<file path="src/logic/pdc_params.svh">
// constants for the peripheral dma channel
// Summary of operation
// each channel is a bus master on the ahb interconnect, like the processor; here both share one master port, read first.
// the channel reaches data ram only, never flash.
// a peripheral holds independent channels, here one read and one write.
// on start the read channel fetches max_byte_count bytes from its pointer.
// the write channel stores bytes from its pointer, never beyond the max.
// pointers are byte addresses, buffers are packed with no alignment.
// software keeps the write max no larger than the reserved buffer.
// after a transfer the moved byte count is readable, maybe under the max.
// software loads a valid ram pointer before any start.
// the pointer is not checked; a bad address may fault or corrupt ram.
// under bus contention the channel stalls until access is granted.
// pointer and max are captured at start so software may reload them.
`ifndef PDC_PARAMS_SVH
`define PDC_PARAMS_SVH
`define PDC_ADDR_W 32
`define PDC_CNT_W 16
`define PDC_FIFO_W 8
`define PDC_FIFO_DEPTH 4
`define PDC_HTRANS_IDLE 2'h0
`define PDC_HTRANS_NONSEQ 2'h2
`define PDC_HSIZE_BYTE 3'h0
`endif

</file>
<file path="src/logic/pdc_pkg.sv">
// types for the peripheral dma channel
`include "pdc_params.svh"
package pdc_pkg;
	typedef struct packed {
		logic [`PDC_ADDR_W-1:0] buffer_start_pointer;
		logic [`PDC_CNT_W-1:0] max_byte_count;
	} pdc_cfg_t;
	typedef struct packed {
		logic [31:0] haddr;
		logic [1:0] htrans;
		logic hwrite;
		logic [2:0] hsize;
		logic [31:0] hwdata;
	} pdc_ahb_req_t;
	typedef enum logic [2:0] {
		PDC_IDLE = 3'b001,
		PDC_ADDR = 3'b010,
		PDC_DATA = 3'b100
	} pdc_state_t;
endpackage

</file>
<file path="src/logic/pdc_channel.sv">
// dma channel pair with ahb master port and read-path fifo
`timescale 1ns/1ps
`include "pdc_params.svh"
module pdc_fifo #(
	parameter int WIDTH = `PDC_FIFO_W,
	parameter int DEPTH = `PDC_FIFO_DEPTH
) (
	input wire logic i_clk,
	input wire logic i_arst_n,
	input wire logic i_in_valid,
	input wire logic [WIDTH-1:0] i_in_data,
	output logic o_in_ready,
	output logic o_out_valid,
	output logic [WIDTH-1:0] o_out_data,
	input wire logic i_out_ready
);
	localparam int PW = (DEPTH > 1) ? $clog2(DEPTH) : 1;
	localparam int CW = $clog2(DEPTH + 1);
	logic [WIDTH-1:0] mem [DEPTH];
	logic [PW-1:0] wptr_reg, wptr_next, rptr_reg, rptr_next;
	logic [CW-1:0] count_reg, count_next;
	logic push, pop;

	// pointer wrap for any depth
	function automatic logic [PW-1:0] bump(input logic [PW-1:0] p);
		bump = (p == PW'(DEPTH - 1)) ? '0 : p + PW'(1);
	endfunction

	// handshakes and flags
	assign o_in_ready = (count_reg != CW'(DEPTH));
	assign o_out_valid = (count_reg != '0);
	assign o_out_data = mem[rptr_reg];
	assign push = i_in_valid & o_in_ready;
	assign pop = o_out_valid & i_out_ready;

	// next pointers and fill level
	always_comb begin
		wptr_next = push ? bump(wptr_reg) : wptr_reg;
		rptr_next = pop ? bump(rptr_reg) : rptr_reg;
		count_next = count_reg;
		if (push & ~pop) begin
			count_next = count_reg + CW'(1);
		end else if (pop & ~push) begin
			count_next = count_reg - CW'(1);
		end
	end

	// state registers
	always_ff @(posedge i_clk or negedge i_arst_n) begin
		if (!i_arst_n) begin
			wptr_reg <= '0;
			rptr_reg <= '0;
			count_reg <= '0;
		end else begin
			wptr_reg <= wptr_next;
			rptr_reg <= rptr_next;
			count_reg <= count_next;
		end
	end

	// storage, no reset needed
	always_ff @(posedge i_clk) begin
		if (push) begin
			mem[wptr_reg] <= i_in_data;
		end
	end
endmodule

module pdc_channel import pdc_pkg::*; (
	input wire logic i_clk,
	input wire logic i_arst_n,
	input wire logic i_rd_start,
	input wire pdc_cfg_t i_rd_cfg,
	output logic [7:0] o_rd_byte,
	output logic o_rd_valid,
	input wire logic i_rd_ready,
	output logic [`PDC_CNT_W-1:0] o_rd_transferred_byte_count,
	output logic o_rd_busy,
	output logic o_rd_done,
	output logic o_rd_fault,
	input wire logic i_wr_start,
	input wire pdc_cfg_t i_wr_cfg,
	input wire logic i_wr_valid,
	input wire logic [7:0] i_wr_byte,
	input wire logic i_wr_last,
	output logic o_wr_ready,
	output logic [`PDC_CNT_W-1:0] o_wr_transferred_byte_count,
	output logic o_wr_busy,
	output logic o_wr_done,
	output logic o_wr_fault,
	output pdc_ahb_req_t o_ahb,
	input wire logic [31:0] i_hrdata,
	input wire logic i_hready,
	input wire logic i_hresp
);
	pdc_state_t state_reg, state_next;
	pdc_ahb_req_t ahb_reg, ahb_next;
	pdc_cfg_t rd_cfg_reg, rd_cfg_next, wr_cfg_reg, wr_cfg_next;
	logic [`PDC_CNT_W-1:0] rd_cnt_reg, rd_cnt_next, wr_cnt_reg, wr_cnt_next;
	logic rd_busy_reg, rd_busy_next, wr_busy_reg, wr_busy_next;
	logic sel_wr_reg, sel_wr_next;
	logic hold_reg, hold_next, end_reg, end_next;
	logic [7:0] hold_byte_reg, hold_byte_next;
	logic wr_ready_reg, wr_ready_next;
	logic rd_done_reg, rd_done_next, wr_done_reg, wr_done_next;
	logic rd_fault_reg, rd_fault_next, wr_fault_reg, wr_fault_next;
	logic fifo_push, fifo_space, fifo_out_valid;
	logic [7:0] fifo_in, fifo_out;
	logic rd_want, rd_fin, wr_fin;

	// byte lane of a 32-bit word chosen by the low address bits
	function automatic logic [7:0] lane(input logic [31:0] w,
		input logic [1:0] a);
		lane = w[8*a +: 8];
	endfunction

	// read path buffer toward the peripheral
	pdc_fifo #(.WIDTH(8), .DEPTH(`PDC_FIFO_DEPTH)) u_fifo (
		.i_clk(i_clk),
		.i_arst_n(i_arst_n),
		.i_in_valid(fifo_push),
		.i_in_data(fifo_in),
		.o_in_ready(fifo_space),
		.o_out_valid(fifo_out_valid),
		.o_out_data(fifo_out),
		.i_out_ready(i_rd_ready)
	);

	// fifo fills only on a completed, error-free read beat
	assign fifo_push = state_reg[2] & ~sel_wr_reg & i_hready & ~i_hresp;
	assign fifo_in = lane(i_hrdata, ahb_reg.haddr[1:0]);

	// channel progress terms
	assign rd_want = rd_busy_reg & (rd_cnt_reg != rd_cfg_reg.max_byte_count)
		& fifo_space;
	assign rd_fin = rd_busy_reg & (rd_cnt_reg == rd_cfg_reg.max_byte_count);
	assign wr_fin = wr_busy_reg & ~hold_reg
		& (end_reg | wr_cnt_reg == wr_cfg_reg.max_byte_count);

	// next state of both channels and the bus master
	always_comb begin
		state_next = state_reg;
		ahb_next = ahb_reg;
		rd_cfg_next = rd_cfg_reg;
		wr_cfg_next = wr_cfg_reg;
		rd_cnt_next = rd_cnt_reg;
		wr_cnt_next = wr_cnt_reg;
		rd_busy_next = rd_busy_reg;
		wr_busy_next = wr_busy_reg;
		sel_wr_next = sel_wr_reg;
		hold_next = hold_reg;
		end_next = end_reg;
		hold_byte_next = hold_byte_reg;
		rd_done_next = 1'b0;
		wr_done_next = 1'b0;
		rd_fault_next = 1'b0;
		wr_fault_next = 1'b0;
		// start captures its config; ignored while busy
		if (i_rd_start & ~rd_busy_reg) begin
			rd_cfg_next = i_rd_cfg;
			rd_cnt_next = '0;
			rd_busy_next = 1'b1;
		end
		if (i_wr_start & ~wr_busy_reg) begin
			wr_cfg_next = i_wr_cfg;
			wr_cnt_next = '0;
			wr_busy_next = 1'b1;
			end_next = 1'b0;
		end
		// take a byte from the peripheral; last marks a short transfer
		if (wr_ready_reg & i_wr_valid) begin
			hold_next = 1'b1;
			hold_byte_next = i_wr_byte;
			end_next = i_wr_last;
		end
		// completion once every byte has moved
		if (state_reg[0] & rd_fin) begin
			rd_busy_next = 1'b0;
			rd_done_next = 1'b1;
		end
		if (state_reg[0] & wr_fin) begin
			wr_busy_next = 1'b0;
			wr_done_next = 1'b1;
		end
		case (state_reg)
			PDC_IDLE: begin
				// one byte per beat at any byte address
				if (rd_want) begin
					sel_wr_next = 1'b0;
					ahb_next.haddr = rd_cfg_reg.buffer_start_pointer
						+ `PDC_ADDR_W'(rd_cnt_reg);
					ahb_next.hwrite = 1'b0;
					ahb_next.htrans = `PDC_HTRANS_NONSEQ;
					ahb_next.hsize = `PDC_HSIZE_BYTE;
					state_next = PDC_ADDR;
				end else if (wr_busy_reg & hold_reg) begin
					sel_wr_next = 1'b1;
					ahb_next.haddr = wr_cfg_reg.buffer_start_pointer
						+ `PDC_ADDR_W'(wr_cnt_reg);
					ahb_next.hwrite = 1'b1;
					ahb_next.htrans = `PDC_HTRANS_NONSEQ;
					ahb_next.hsize = `PDC_HSIZE_BYTE;
					state_next = PDC_ADDR;
				end
			end
			PDC_ADDR: begin
				// hold the address phase until the slave is ready
				if (i_hready) begin
					ahb_next.htrans = `PDC_HTRANS_IDLE;
					ahb_next.hwdata = {4{hold_byte_reg}};
					state_next = PDC_DATA;
				end
			end
			PDC_DATA: begin
				if (i_hready) begin
					state_next = PDC_IDLE;
					if (i_hresp) begin
						// unchecked pointer hit an error: abort
						if (sel_wr_reg) begin
							wr_busy_next = 1'b0;
							hold_next = 1'b0;
							wr_fault_next = 1'b1;
							wr_done_next = 1'b1;
						end else begin
							rd_busy_next = 1'b0;
							rd_fault_next = 1'b1;
							rd_done_next = 1'b1;
						end
					end else if (sel_wr_reg) begin
						wr_cnt_next = wr_cnt_reg + `PDC_CNT_W'(1);
						hold_next = 1'b0;
					end else begin
						rd_cnt_next = rd_cnt_reg + `PDC_CNT_W'(1);
					end
				end
			end
			default: begin
				state_next = PDC_IDLE;
				ahb_next.htrans = `PDC_HTRANS_IDLE;
			end
		endcase
		// ask for a byte only while room remains under the max
		wr_ready_next = wr_busy_next & ~hold_next & ~end_next
			& ~(wr_ready_reg & i_wr_valid)
			& (wr_cnt_next != wr_cfg_next.max_byte_count);
	end

	// state registers
	always_ff @(posedge i_clk or negedge i_arst_n) begin
		if (!i_arst_n) begin
			state_reg <= PDC_IDLE;
			ahb_reg <= '0;
			rd_cfg_reg <= '0;
			wr_cfg_reg <= '0;
			rd_cnt_reg <= '0;
			wr_cnt_reg <= '0;
			rd_busy_reg <= 1'b0;
			wr_busy_reg <= 1'b0;
			sel_wr_reg <= 1'b0;
			hold_reg <= 1'b0;
			end_reg <= 1'b0;
			hold_byte_reg <= '0;
			wr_ready_reg <= 1'b0;
			rd_done_reg <= 1'b0;
			wr_done_reg <= 1'b0;
			rd_fault_reg <= 1'b0;
			wr_fault_reg <= 1'b0;
		end else begin
			state_reg <= state_next;
			ahb_reg <= ahb_next;
			rd_cfg_reg <= rd_cfg_next;
			wr_cfg_reg <= wr_cfg_next;
			rd_cnt_reg <= rd_cnt_next;
			wr_cnt_reg <= wr_cnt_next;
			rd_busy_reg <= rd_busy_next;
			wr_busy_reg <= wr_busy_next;
			sel_wr_reg <= sel_wr_next;
			hold_reg <= hold_next;
			end_reg <= end_next;
			hold_byte_reg <= hold_byte_next;
			wr_ready_reg <= wr_ready_next;
			rd_done_reg <= rd_done_next;
			wr_done_reg <= wr_done_next;
			rd_fault_reg <= rd_fault_next;
			wr_fault_reg <= wr_fault_next;
		end
	end

	// outputs, fifo head is a registered array entry
	assign o_ahb = ahb_reg;
	assign o_rd_byte = fifo_out;
	assign o_rd_valid = fifo_out_valid;
	assign o_rd_transferred_byte_count = rd_cnt_reg;
	assign o_rd_busy = rd_busy_reg;
	assign o_rd_done = rd_done_reg;
	assign o_rd_fault = rd_fault_reg;
	assign o_wr_ready = wr_ready_reg;
	assign o_wr_transferred_byte_count = wr_cnt_reg;
	assign o_wr_busy = wr_busy_reg;
	assign o_wr_done = wr_done_reg;
	assign o_wr_fault = wr_fault_reg;
endmodule

</file>
<file path="config.mk">
export PLATFORM = sky130hd
export DESIGN_NAME = pdc_channel
export DESIGN_NICKNAME = d
export VERILOG_FILES = /design/src/logic/pdc_pkg.sv /design/src/logic/pdc_channel.sv
export VERILOG_INCLUDE_DIRS = /design/src /design/src/logic
export SDC_FILE = /design/constraint.sdc
export NUM_CORES = 1
export LEC_CHECK = 0
export ABC_CLOCK_PERIOD_IN_PS = 2900
export BUFFER_PORTS_ARGS = -buffer_cell sky130_fd_sc_hd__clkbuf_2
export CORE_UTILIZATION = 50
export DETAILED_ROUTE_END_ITERATION = 10
export PLACE_DENSITY = 0.77
export SLEW_MARGIN = 0
export SYNTH_ARGS = -nofsm -noshare
export SYNTH_HDL_FRONTEND = slang
export SYNTH_SLANG_ARGS = --single-unit
export TNS_END_PERCENT = 50
</file>
<file path="constraint.sdc">
create_clock -name i_clk -period 2.9 [get_ports i_clk]
set_input_delay 0.58 -clock i_clk [delete_from_list [all_inputs] [get_ports i_clk]]
set_output_delay 0.58 -clock i_clk [all_outputs]
set_load 0.02 [all_outputs]
</file>
# After elaboration in Yosys (flattened, before gate mapping)
# Memories as Yosys holds them, arrays and structs flattened.
# Index checks and enable logic that the tools add are counted.
# W data, S select, Z words.
[classes]
add_sub_neg = 8
n_eq_ne = 13
shift = 1
mux = 64
n_bitwise = 34
n_reduce_logical = 7
[op_table]
columns = ["cell", "n"]
rows = [
  ["$mux W16", 11],
  ["$mux W38", 2],
  ["$add A32 B16 Y32", 2],
  ["$mux W1", 40],
  ["$add A16 B1 Y16 const B", 2],
  ["$eq A16 B16 Y1", 2],
  ["$ne A16 B16 Y1", 2],
  ["$shiftx A32 B6 Y8", 1],
  ["$and A1 B1 Y1", 22],
  ["$mux W3", 6],
  ["$not A1 Y1", 11],
  ["$pmux W3 S3", 1],
  ["$mux W2", 3],
  ["$ne A3 B3 Y1 const B", 2],
  ["$pmux W2 S3", 1],
  ["$reduce_and A3 Y1", 2],
  ["$add A2 B1 Y2 const B", 2],
  ["$eq A2 B2 Y1 const B", 2],
  ["$ne A2 B2 Y1 const B", 2],
  ["$reduce_and A2 Y1", 2],
  ["$reduce_bool A2 Y1", 2],
  ["$add A3 B1 Y3 const B", 1],
  ["$eq A3 B1 Y1 const B", 1],
  ["$eq A3 B2 Y1 const B", 1],
  ["other kinds (4)", 4],
]
[word_totals]
ff_bits = 226
mem_bits_rw = 32
output_inout_bits = 118
n_memories = 1
[memory_table]
columns = ["memory", "words", "word_bits", "read_ports", "rd_ports_with_merged_regs", "wr", "line", "text"]
rows = [
  ["u_fifo.mem", 4, 8, 1, 0, 1, "pdc_channel.sv:19", "logic [WIDTH-1:0] mem [DEPTH];"],
]

# Logic depth before layout (Yosys ltp)
# Gate-level depths: netlist of the first run.
[depth]
depth_word = 13
ltp_mapped = 11
mapped_depth_nobuf = 11

# By module
# Synthesis of the first run repeated with hierarchy kept, for this count alone.
[hier_totals]
cells_unflattened = 1405
area_unflattened_um2 = 13186.4
[by_module_without_submodules]
columns = ["mod", "instances", "cells_each", "area_per_inst_um2", "seq_area_each_um2"]
rows = [
  ["pdc_channel", 1, 1327, 11592.4, 4755.8],
  ["pdc_fifo", 1, 78, 1594.0, 1136.1],
]

# Worst setup path before layout of the first run
# OpenSTA, ideal clock, no wires.
[synth_timing]
kind = "input-to-reg"
from = "input i_hready"
to = "register wr_ready_reg (netlist: o_wr_ready)"
setup_ns = 0.126
arrival_ns = 2.729
slack_ns = 0.045
path_stages = 10
n_path_buf = 2
cell_sequence = "clkbuf_1 nand3b_1 nor2_1 clkbuf_1 nand3_1 o21ai_0 xnor2_1 nand4_1 a2111o_1 o311a_1"
[synth_between]
word_cells_on_any_way = 12
[synth_lines]
columns = ["element", "line", "text"]
rows = [
  ["start, declared", "pdc_channel.sv:93", "input wire logic i_hready,"],
  ["$mux W16", "pdc_channel.sv:215", "if (i_hready) begin"],
  ["$mux W16", "pdc_channel.sv:185", "case (state_reg)"],
  ["named net wr_cnt_next[5]", "pdc_channel.sv:99", "logic [`PDC_CNT_W-1:0] rd_cnt_reg, rd_cnt_next, wr_cnt_reg, wr_cnt_next;"],
  ["$ne A16 B16 Y1", "pdc_channel.sv:245", "& (wr_cnt_next != wr_cfg_next.max_byte_count);"],
  ["$and A1 B1 Y1", "pdc_channel.sv:245", ""],
  ["named net wr_ready_next", "pdc_channel.sv:104", "logic wr_ready_reg, wr_ready_next;"],
  ["end signal, assigned", "pdc_channel.sv:281", "wr_ready_reg <= wr_ready_next;"],
  ["end, declared", "pdc_channel.sv:104", ""],
]
# The timed path passes the listed nets, and every way through them passes these cells.
# A chain may end at the register's enable or synchronous reset.

# Worst setup path in the final report of the first run
[layout_timing]
from = "register wr_cnt_reg[4] (netlist: o_wr_transferred_byte_count[4])"
to = "register ahb_reg (netlist bit o_ahb[69])"
[layout_between]
elab_chain_len = 3
[layout_lines]
columns = ["element", "line", "text"]
rows = [
  ["start, declared", "pdc_channel.sv:99", ""],
  ["start signal, assigned", "pdc_channel.sv:274", "wr_cnt_reg <= wr_cnt_next;"],
  ["$add A32 B16 Y32", "pdc_channel.sv:198", "ahb_next.haddr = wr_cfg_reg.buffer_start_pointer"],
  ["$mux W38", "pdc_channel.sv:196", "end else if (wr_busy_reg & hold_reg) begin"],
  ["$mux W38", "pdc_channel.sv:188", "if (rd_want) begin"],
  ["end signal, assigned", "pdc_channel.sv:270", "ahb_reg <= ahb_next;"],
  ["end, declared", "pdc_channel.sv:97", "pdc_ahb_req_t ahb_reg, ahb_next;"],
]
# Every way passes these cells. The select of a mux whose other input is x is not followed.

==> results.tsv, run 1 <==
stage	metric	value	unit
power	total chip power	15.4	mW
worst_setup_path	crit path capture type	flip-flop	
yosys	top cell type's share of synthesized area	38.4	%
clocking	CTS sink count	229	
clocking	Root Buffer	clkbuf_16	
power	P_int	9.13	mW
layout	Layout fillers	2146	
power	Clk pwr share	21.7	%
grt	vias in the first global route	11179	
yosys	commonest cells in the synthesized netlist	nand2_1 (369), dfrtp_1 (196), nor2_1 (85)	
yosys	post-synthesis register bit count	229	
detailed_routing	final wirelength	36600	µm
power	Seq pwr share	36.3	%
floorplan	Core ar.	25100	µm²
grt	largest net degree at the start of global routing	66	
worst_setup_path	worst-path maximum fanout	10	
yosys	Yosys warning total	0	
floorplan	Die Span X	162	µm
clocking	clk buf depth	3	
yosys	Top FF cell, synth	dfrtp_1	
yosys	Post-synth EDFFs	32	
worst_setup_path	worst reg2reg path depth	10	
power	Pwr per Cell Area	978	nW/µm²
yosys	asr flop ratio synth	86.0	%
sta	skew final	0.0189	ns
run	max-cap violations	0	
grt	total grt overflow	0	
floorplan	Starting Density	50.8	%
yosys	Post-Syn Area	12800	µm²
floorplan	full die area	26200	µm²
sta	maximum clock rate	359	MHz
power	Max IR drop VDD	0.494	mV
sta	Min Hold Slack	0.0294	ns
floorplan	Die H	162	µm
floorplan	FP Rows	58	
yosys	Seq/Total Area, Yosys	46.1	%
clocking	CTS clock-pin slew for the worst setup and hold paths	0.06	ns
grt	initial antenna violation count	1	
clocking	CTS tree	built	
floorplan	io pins	263	
detailed_routing	DR vias/cell	5.55	
worst_setup_path	Worst EP required	3.35	ns
layout	layout overhead on the synthesized area	23.3	%
yosys	largest cells by area after synthesis	dfrtp_1 (38%), nand2_1 (11%), edfxtp_1 (7.5%), xor2_1 (4.0%), ha_1 (3.9%)	
sta	Tmin final	2.79	ns
status	status	complete, no violations	
sta	Slew HR	41.0	%
clocking	hold_buf cts	0	
grt	all-layer global routing usage	28.0	%
yosys	Mean Syn Cell Area	9.20	µm²
worst_setup_path	Setup CP Type	reg -> reg	
detailed_routing	Avg WL per Cell	18.0	µm
yosys	Yosys top cell by area	dfrtp_1	
power	sw power	6.28	mW
detailed_routing	DRT iter0 DRCs	796	
clocking	CTS buffer count	26	
sta	final worst path period share	96.1	%
worst_hold_path	Tightest Hold Check Type	in -> async	
yosys	count leader, synth	nand2_1	
placement	placed wire-length estimate	27900	µm
sta	RSZ-0062 raised after global routing	yes	
sta	# setup viols final	0	
placement	port buffer count	258	
detailed_routing	DRT Pass-1 Iters	5	
layout	n_diodes	0	
clocking	H-tree levels	1	
yosys	Cells after Synth	1387	
worst_setup_path	crit start category	flip-flop	
detailed_routing	final antenna-violating net count	0	
sta	Least-Margin Pin Slew	0.886	ns
grt	first-pass GRT wire length	58300	µm
worst_setup_path	CP Data Arrival Time	3.24	ns
detailed_routing	post-route DRC violation count	0	
power	leak pwr	7.71	nW
layout	fin nets	1867	
power	sw frac	40.7	%
detailed_routing	via count	11251	
sta	Slew Viols, Final	0	
placement	GPL Wtd Cong	0.916	
worst_setup_path	Worst R2R Setup Slack	0.11	ns
worst_setup_path	FF-to-FF End	o_ahb[69]	
worst_setup_path	worst flop-to-flop path startpoint	o_wr_transferred_byte_count[4]	
sta	final hold vios	0	
power	combinational share of power	42.0	%
yosys	unique cell type count in the Yosys netlist	72	
clocking	Clk Latency, worst-skew pair	0.53	ns
layout	layout cells sized above 1	27.0	%
## metal layers
| metal | routed length, µm | track usage (%) |
|---|---|---|
| met5 | 13 | 0 |
| met4 | 1020 | 9.05 |
| met3 | 2230 | 4.60 |
| met2 | 17700 | 47.2 |
| met1 | 15600 | 36.8 |
## cells in the final DEF (no fill, tap or decap), types with 6 or more instances in the layout
cell type	count
edfxtp_1	32
ha_1	39
buf_4	91
mux4_2	16
inv_1	23
nand2_1	369
or3_1	6
o21bai_1	6
o21ai_0	72
a21oi_1	53
xor2_1	58
nor4_1	10
nand3_1	34
nor2b_1	6
clkbuf_16	26
and2_1	9
and3_1	24
nand4_1	28
a211oi_1	8
dfrtp_1	193
xnor2_1	44
a31oi_1	20
nor3_1	21
mux2_2	18
and4_1	9
o211ai_1	8
a21o_1	8
mux2i_1	12
clkbuf_2	257
nor2_1	83
## worst max-delay path by stage
| stage | cells after the start | slack, ns | from | end |
|---|---|---|---|---|
| floorplan | 10 | 0.05 | i_hready | o_wr_ready |
| global placement | 10 | -0.06 | o_rd_transferred_byte_count[2] | o_ahb[65] |
| detailed placement | 9 | -0.11 | rd_cfg_reg[18] | o_ahb[61] |
| CTS | 11 | 0.02 | o_rd_transferred_byte_count[1] | o_ahb[64] |
| global route | 10 | -0.009 | o_rd_transferred_byte_count[10] | o_ahb[66] |
| finish | 10 | 0.11 | o_wr_transferred_byte_count[4] | o_ahb[69] |
## power groups by stage
stage	logic, mW	clock network, mW	registers [mW]
6_report	6.47	3.35	5.59
5_1_grt	7.11	3.52	5.73
4_1_cts	6.44	3.40	5.57
3_5_place_dp	6.39	0	5.61
3_3_place_gp	6.24	0	5.56
2_1_floorplan	4.20	0	5.60
## layout make-up
class                      count  area, µm²  area share [%]
sequential                   229       5900            37.4
clock buffer                  33        707            4.49
inverter                      23       86.3           0.548
multi-input combinational   1047       6430            40.9
timing repair buffer         352       2040            13.0
clock inverter                14        168            1.06
tap                          330        413            2.62
## worst max-delay path: stages, from the launching register on
cell and delay [ns]:
dfrtp_1 0.45, ha_1 0.39, nand3_1 0.10, o211ai_1 0.27
o31ai_1 0.15, a31o_2 0.24, o31ai_2 0.26, buf_4 0.22
nand4_1 0.14, o41a_1 0.38, o211ai_1 0.10
## metrics by stage
stage / cell area (µm²) / setup TNS (ns) / util (%) / setup slack (ns) / std cells
floorplan: 12800 / 0 / - / 0.0453 / 1390
global placement: 14800 / -0.0863 / 58.9 / -0.0622 / 1979
detailed placement: 14800 / -0.390 / 58.9 / -0.108 / 1979
CTS: 15700 / 0 / 62.4 / 0.0185 / 2026
global route: 15700 / -0.0166 / 62.7 / -0.00867 / 2028
finish: 15700 / 0 / 62.7 / 0.113 / 2028
## repair_timing
item,in CTS,in global routing
setup buffers,0,2
resized for setup,1,14
setup endpoints to repair,8,15
pin swaps,0,2
## cells by family (layout without fill, tap and decap cells)
kind of cell	count (synthesis)	after routing	share of synthesized area [%]
AND/OR/NAND/NOR	626	626	21.8
flip-flops	229	229	46.1
AO/OA/AOI/OAI	226	226	11.0
buffers and inverters	114	422	4.33
XOR/XNOR	102	102	7.00
multiplexers	46	46	5.35
adder cells (fa/ha/maj)	43	43	4.39
other	1	4	0.0294
No activity file was read; power rests on OpenSTA's default activity.
==> run 2, diff against run 1 <==
==> constraint.sdc (replaced) <==
create_clock -name i_clk -period 2.9 [get_ports i_clk]
set_input_delay 0.58 -clock i_clk [delete_from_list [all_inputs] [get_ports i_clk]]
set_output_delay 0.58 -clock i_clk [all_outputs]
set_load 0.1 [all_outputs]
==> run 2 against run 1 <==
Against the previous run: register-to-register slack hardly changed; worst hold slack worse by 0.025 ns; worst setup slack worse by 0.0015 ns; critical path depth is 7 lower; clock skew is 0.0098 ns lower; global-route usage is 0.12 points lower; clock power is 1% higher; power is 23% higher; sequential power is 1% lower; core utilization is 0.22 points lower; sequential share of layout area is 0.29 points higher; critical endpoint is now o_rd_byte[5]; largest power group unchanged; highest routed layer is now met4.
==> results.tsv, run 2 (same netlist as run 1, synthesis figures left out) <==
stage	metric	value	unit	change
placement	setup slack at placement	-0.111	ns	was -0.108 ns
worst_setup_path	CP Data Arrival Time	2.21	ns	was 3.24 ns
floorplan	Core ar.	25100	µm²	unchanged
power	Clk pwr share	18.0	%	was 21.7%
sta	RSZ-0062 raised after global routing	yes		unchanged
clocking	CTS sink count	229		unchanged
detailed_routing	Avg WL per Cell	18.1	µm	was 18.0 µm
worst_setup_path	Worst EP required	2.32	ns	was 3.35 ns
detailed_routing	post-route DRC violation count	0		unchanged
placement	GPL Wtd Cong	0.898		was 0.916
floorplan	Die Span X	162	µm	unchanged
sta	Slew HR	35.9	%	was 41.0%
worst_hold_path	Tightest Hold Check Type	in -> async		unchanged
layout	n_diodes	0		unchanged
floorplan	full die area	26200	µm²	unchanged
detailed_routing	final wirelength	36600	µm	about the same
layout	layout cells sized above 1	27.5	%	was 27.0%
sta	# setup viols final	0		unchanged
grt	GRT Max-Usage Layer	met2		unchanged
grt	met3 Usage GRT	4.34	%	was 4.60%
placement	port buffer count	258		unchanged
sta	Tmin final	2.79	ns	about the same
grt	met2 Resource Use GR	46.2	%	was 47.2%
sta	setup ws final	0.112	ns	was 0.113 ns
detailed_routing	DR vias/cell	5.57		was 5.55
worst_setup_path	CP max stage delay	0.53	ns	was 0.45 ns
floorplan	FP Rows	58		unchanged
power	sw power	9.68	mW	was 6.28 mW
grt	vias in the first global route	10943		was 11179
floorplan	io pins	263		unchanged
layout	commonest non-fill, non-tap cell in the layout	nand2_1		unchanged
worst_setup_path	worst-path maximum fanout	7		was 10
power	sw frac	51.3	%	was 40.7%
sta	final worst path period share	96.1	%	about the same
power	Max IR drop VDD	1.18	mV	was 0.494 mV
power	leak pwr	7.65	nW	was 7.71 nW
clocking	CTS clock-pin slew for the worst setup and hold paths	0.06	ns	about the same
worst_setup_path	CP Buf/Inv Count	2		was 1
clocking	clk buf depth	3		unchanged
worst_setup_path	crit-path cells	buf_4 > mux4_2 > clkbuf_2		was ha_1 > nand3_1 > o211ai_1 > o31ai_1 > a31o_2 > o31ai_2 > buf_4 > nand4_1 > o41a_1 > o211ai_1
sta	Min Hold Slack	0.00414	ns	was 0.0294 ns
worst_setup_path	crit start category	flip-flop		unchanged
power	combinational share of power	52.7	%	was 42.0%
floorplan	Die H	162	µm	unchanged
worst_setup_path	Setup CP Type	reg -> out		was reg -> reg
layout	layout overhead on the synthesized area	22.9	%	was 23.3%
layout	most frequent cells in the layout	nand2_1 (369), clkbuf_2 (257), dfrtp_1 (175)		was nand2_1 (369), clkbuf_2 (257), dfrtp_1 (193)
worst_setup_path	crit path capture type	primary output		was flip-flop
clocking	Clk Latency, worst-skew pair	0.53	ns	about the same
sta	Slew Viols, Final	0		unchanged
grt	all-layer global routing usage	27.9	%	was 28.0%
grt	total grt overflow	0		unchanged
detailed_routing	DRT iter0 DRCs	1017		was 796
status	status	complete, no violations		unchanged
clocking	CTS tree	built		unchanged
clocking	Root Buffer	clkbuf_16		unchanged
grt	met1 usage	38.2	%	was 36.8%
sta	Least-Margin Pin Slew	0.961	ns	was 0.886 ns
detailed_routing	via count	11245		was 11251
detailed_routing	DRT Pass-1 Iters	5		unchanged
placement	placed wire-length estimate	27800	µm	was 27900 µm
sta	maximum clock rate	359	MHz	about the same
grt	first-pass GRT wire length	57900	µm	was 58300 µm
power	P_int	9.19	mW	was 9.13 mW
sta	skew final	0.00910	ns	was 0.0189 ns
grt	largest net degree at the start of global routing	65		was 66
sta	final hold vios	0		unchanged
worst_setup_path	Slowest cell on crit path	dfrtp_1		unchanged
grt	initial antenna violation count	0		was 1
clocking	H-tree levels	1		unchanged
run	max-cap violations	0		unchanged
clocking	CTS buffer count	26		unchanged
power	Seq pwr share	29.3	%	was 36.3%
layout	Final Util	62.5	%	was 62.7%
floorplan	Starting Density	50.8	%	unchanged
power	Pwr per Cell Area	1200	nW/µm²	was 978 nW/µm²
worst_setup_path	Top Family by Delay on Critical Path	buffers and inverters		was compound AO/OA/AOI/OAI gates
detailed_routing	final antenna-violating net count	0		unchanged
layout	fin nets	1858		was 1867
clocking	hold_buf cts	0		unchanged
-- run 2: changes by cell type in the layout (fill, tap and decap cells not counted), moves of 2 or more --
cell | before | now
clkinv_1 | 2 | 4
a21oi_2 | 1 | 3
a21oi_4 | 2 | 0
dfrtp_2 | 3 | 20
dfrtp_1 | 193 | 175
buf_4 | 91 | 81
a2111oi_1 | 0 | 2
-- run 2: power by group through the flow --
stage	sequential, mW	combinational (mW)	clock, mW
floorplan	7.49	5.68	0
global placement	5.51	9.69	0
detailed placement	5.57	9.86	0
CTS	5.52	9.92	3.45
global route	5.67	10.6	3.57
finish	5.53	9.94	3.40
-- run 2: layer usage --
metal / vias to the layer above / share of wire [%]
li1: 5359 / -
met3: 59 / 6.8
met1: 5402 / 43
met5: - / 0
met2: 425 / 48
met4: 0 / 2.3
-- run 2: path summary, 6_finish.rpt --
check	start	to	slack (ns)	cells after the start
max	u_fifo.rptr_reg[0]	o_rd_byte[5]	0.11	3
min	i_arst_n	wr_cfg_reg[3]	0.004	1
max reg2reg	o_wr_transferred_byte_count[4]	o_ahb[69]	0.11	10
min reg2reg	rd_cfg_reg[25]	rd_cfg_reg[25]	0.48	2
max in group asynchronous	i_arst_n	state_reg[0]	2.15	2
min in group i_clk	i_rd_cfg[0]	rd_cfg_reg[0]	0.24	3
-- run 2: cell type report --
cell class	instances	area [µm²]
clock inverters	14	150
well taps	330	413
fillers	2180	9420
flip-flops and latches	229	5920
inverters	23	86.3
multi-input cells	1047	6390
repair buffers	343	1990
clock buffers	34	742
-- run 2: metrics by stage --
| step | area, µm² | instances | TNS, ns | power (mW) |
|---|---|---|---|---|
| after detailed placement | 14800 | 1971 | -0.531 | 15.4 |
| after global routing | 15700 | 2020 | -0.150 | 19.8 |
| after floorplan | 12800 | 1390 | -0.0448 | 13.2 |
| after CTS | 15700 | 2019 | 0 | 18.9 |
| after global placement | 14800 | 1971 | -0.0836 | 15.2 |
| final | 15700 | 2020 | 0 | 18.9 |
-- run 2: what timing repair did --
item | 4_1_cts | 5_1_grt
setup buffers | 0 | 1
setup endpoints to repair | 9 | 13
pin swaps | 0 | 1
gates resized for setup | 2 | 6
-- run 2: worst register-to-register path, delay by kind of cell, from the launching register on --
family | cells | cell delay, ns
compound gates | 6 | 1.38
fa+ha+maj | 1 | 0.38
buf+inv | 1 | 0.22
flops | 1 | 0.49
simple gates | 2 | 0.23
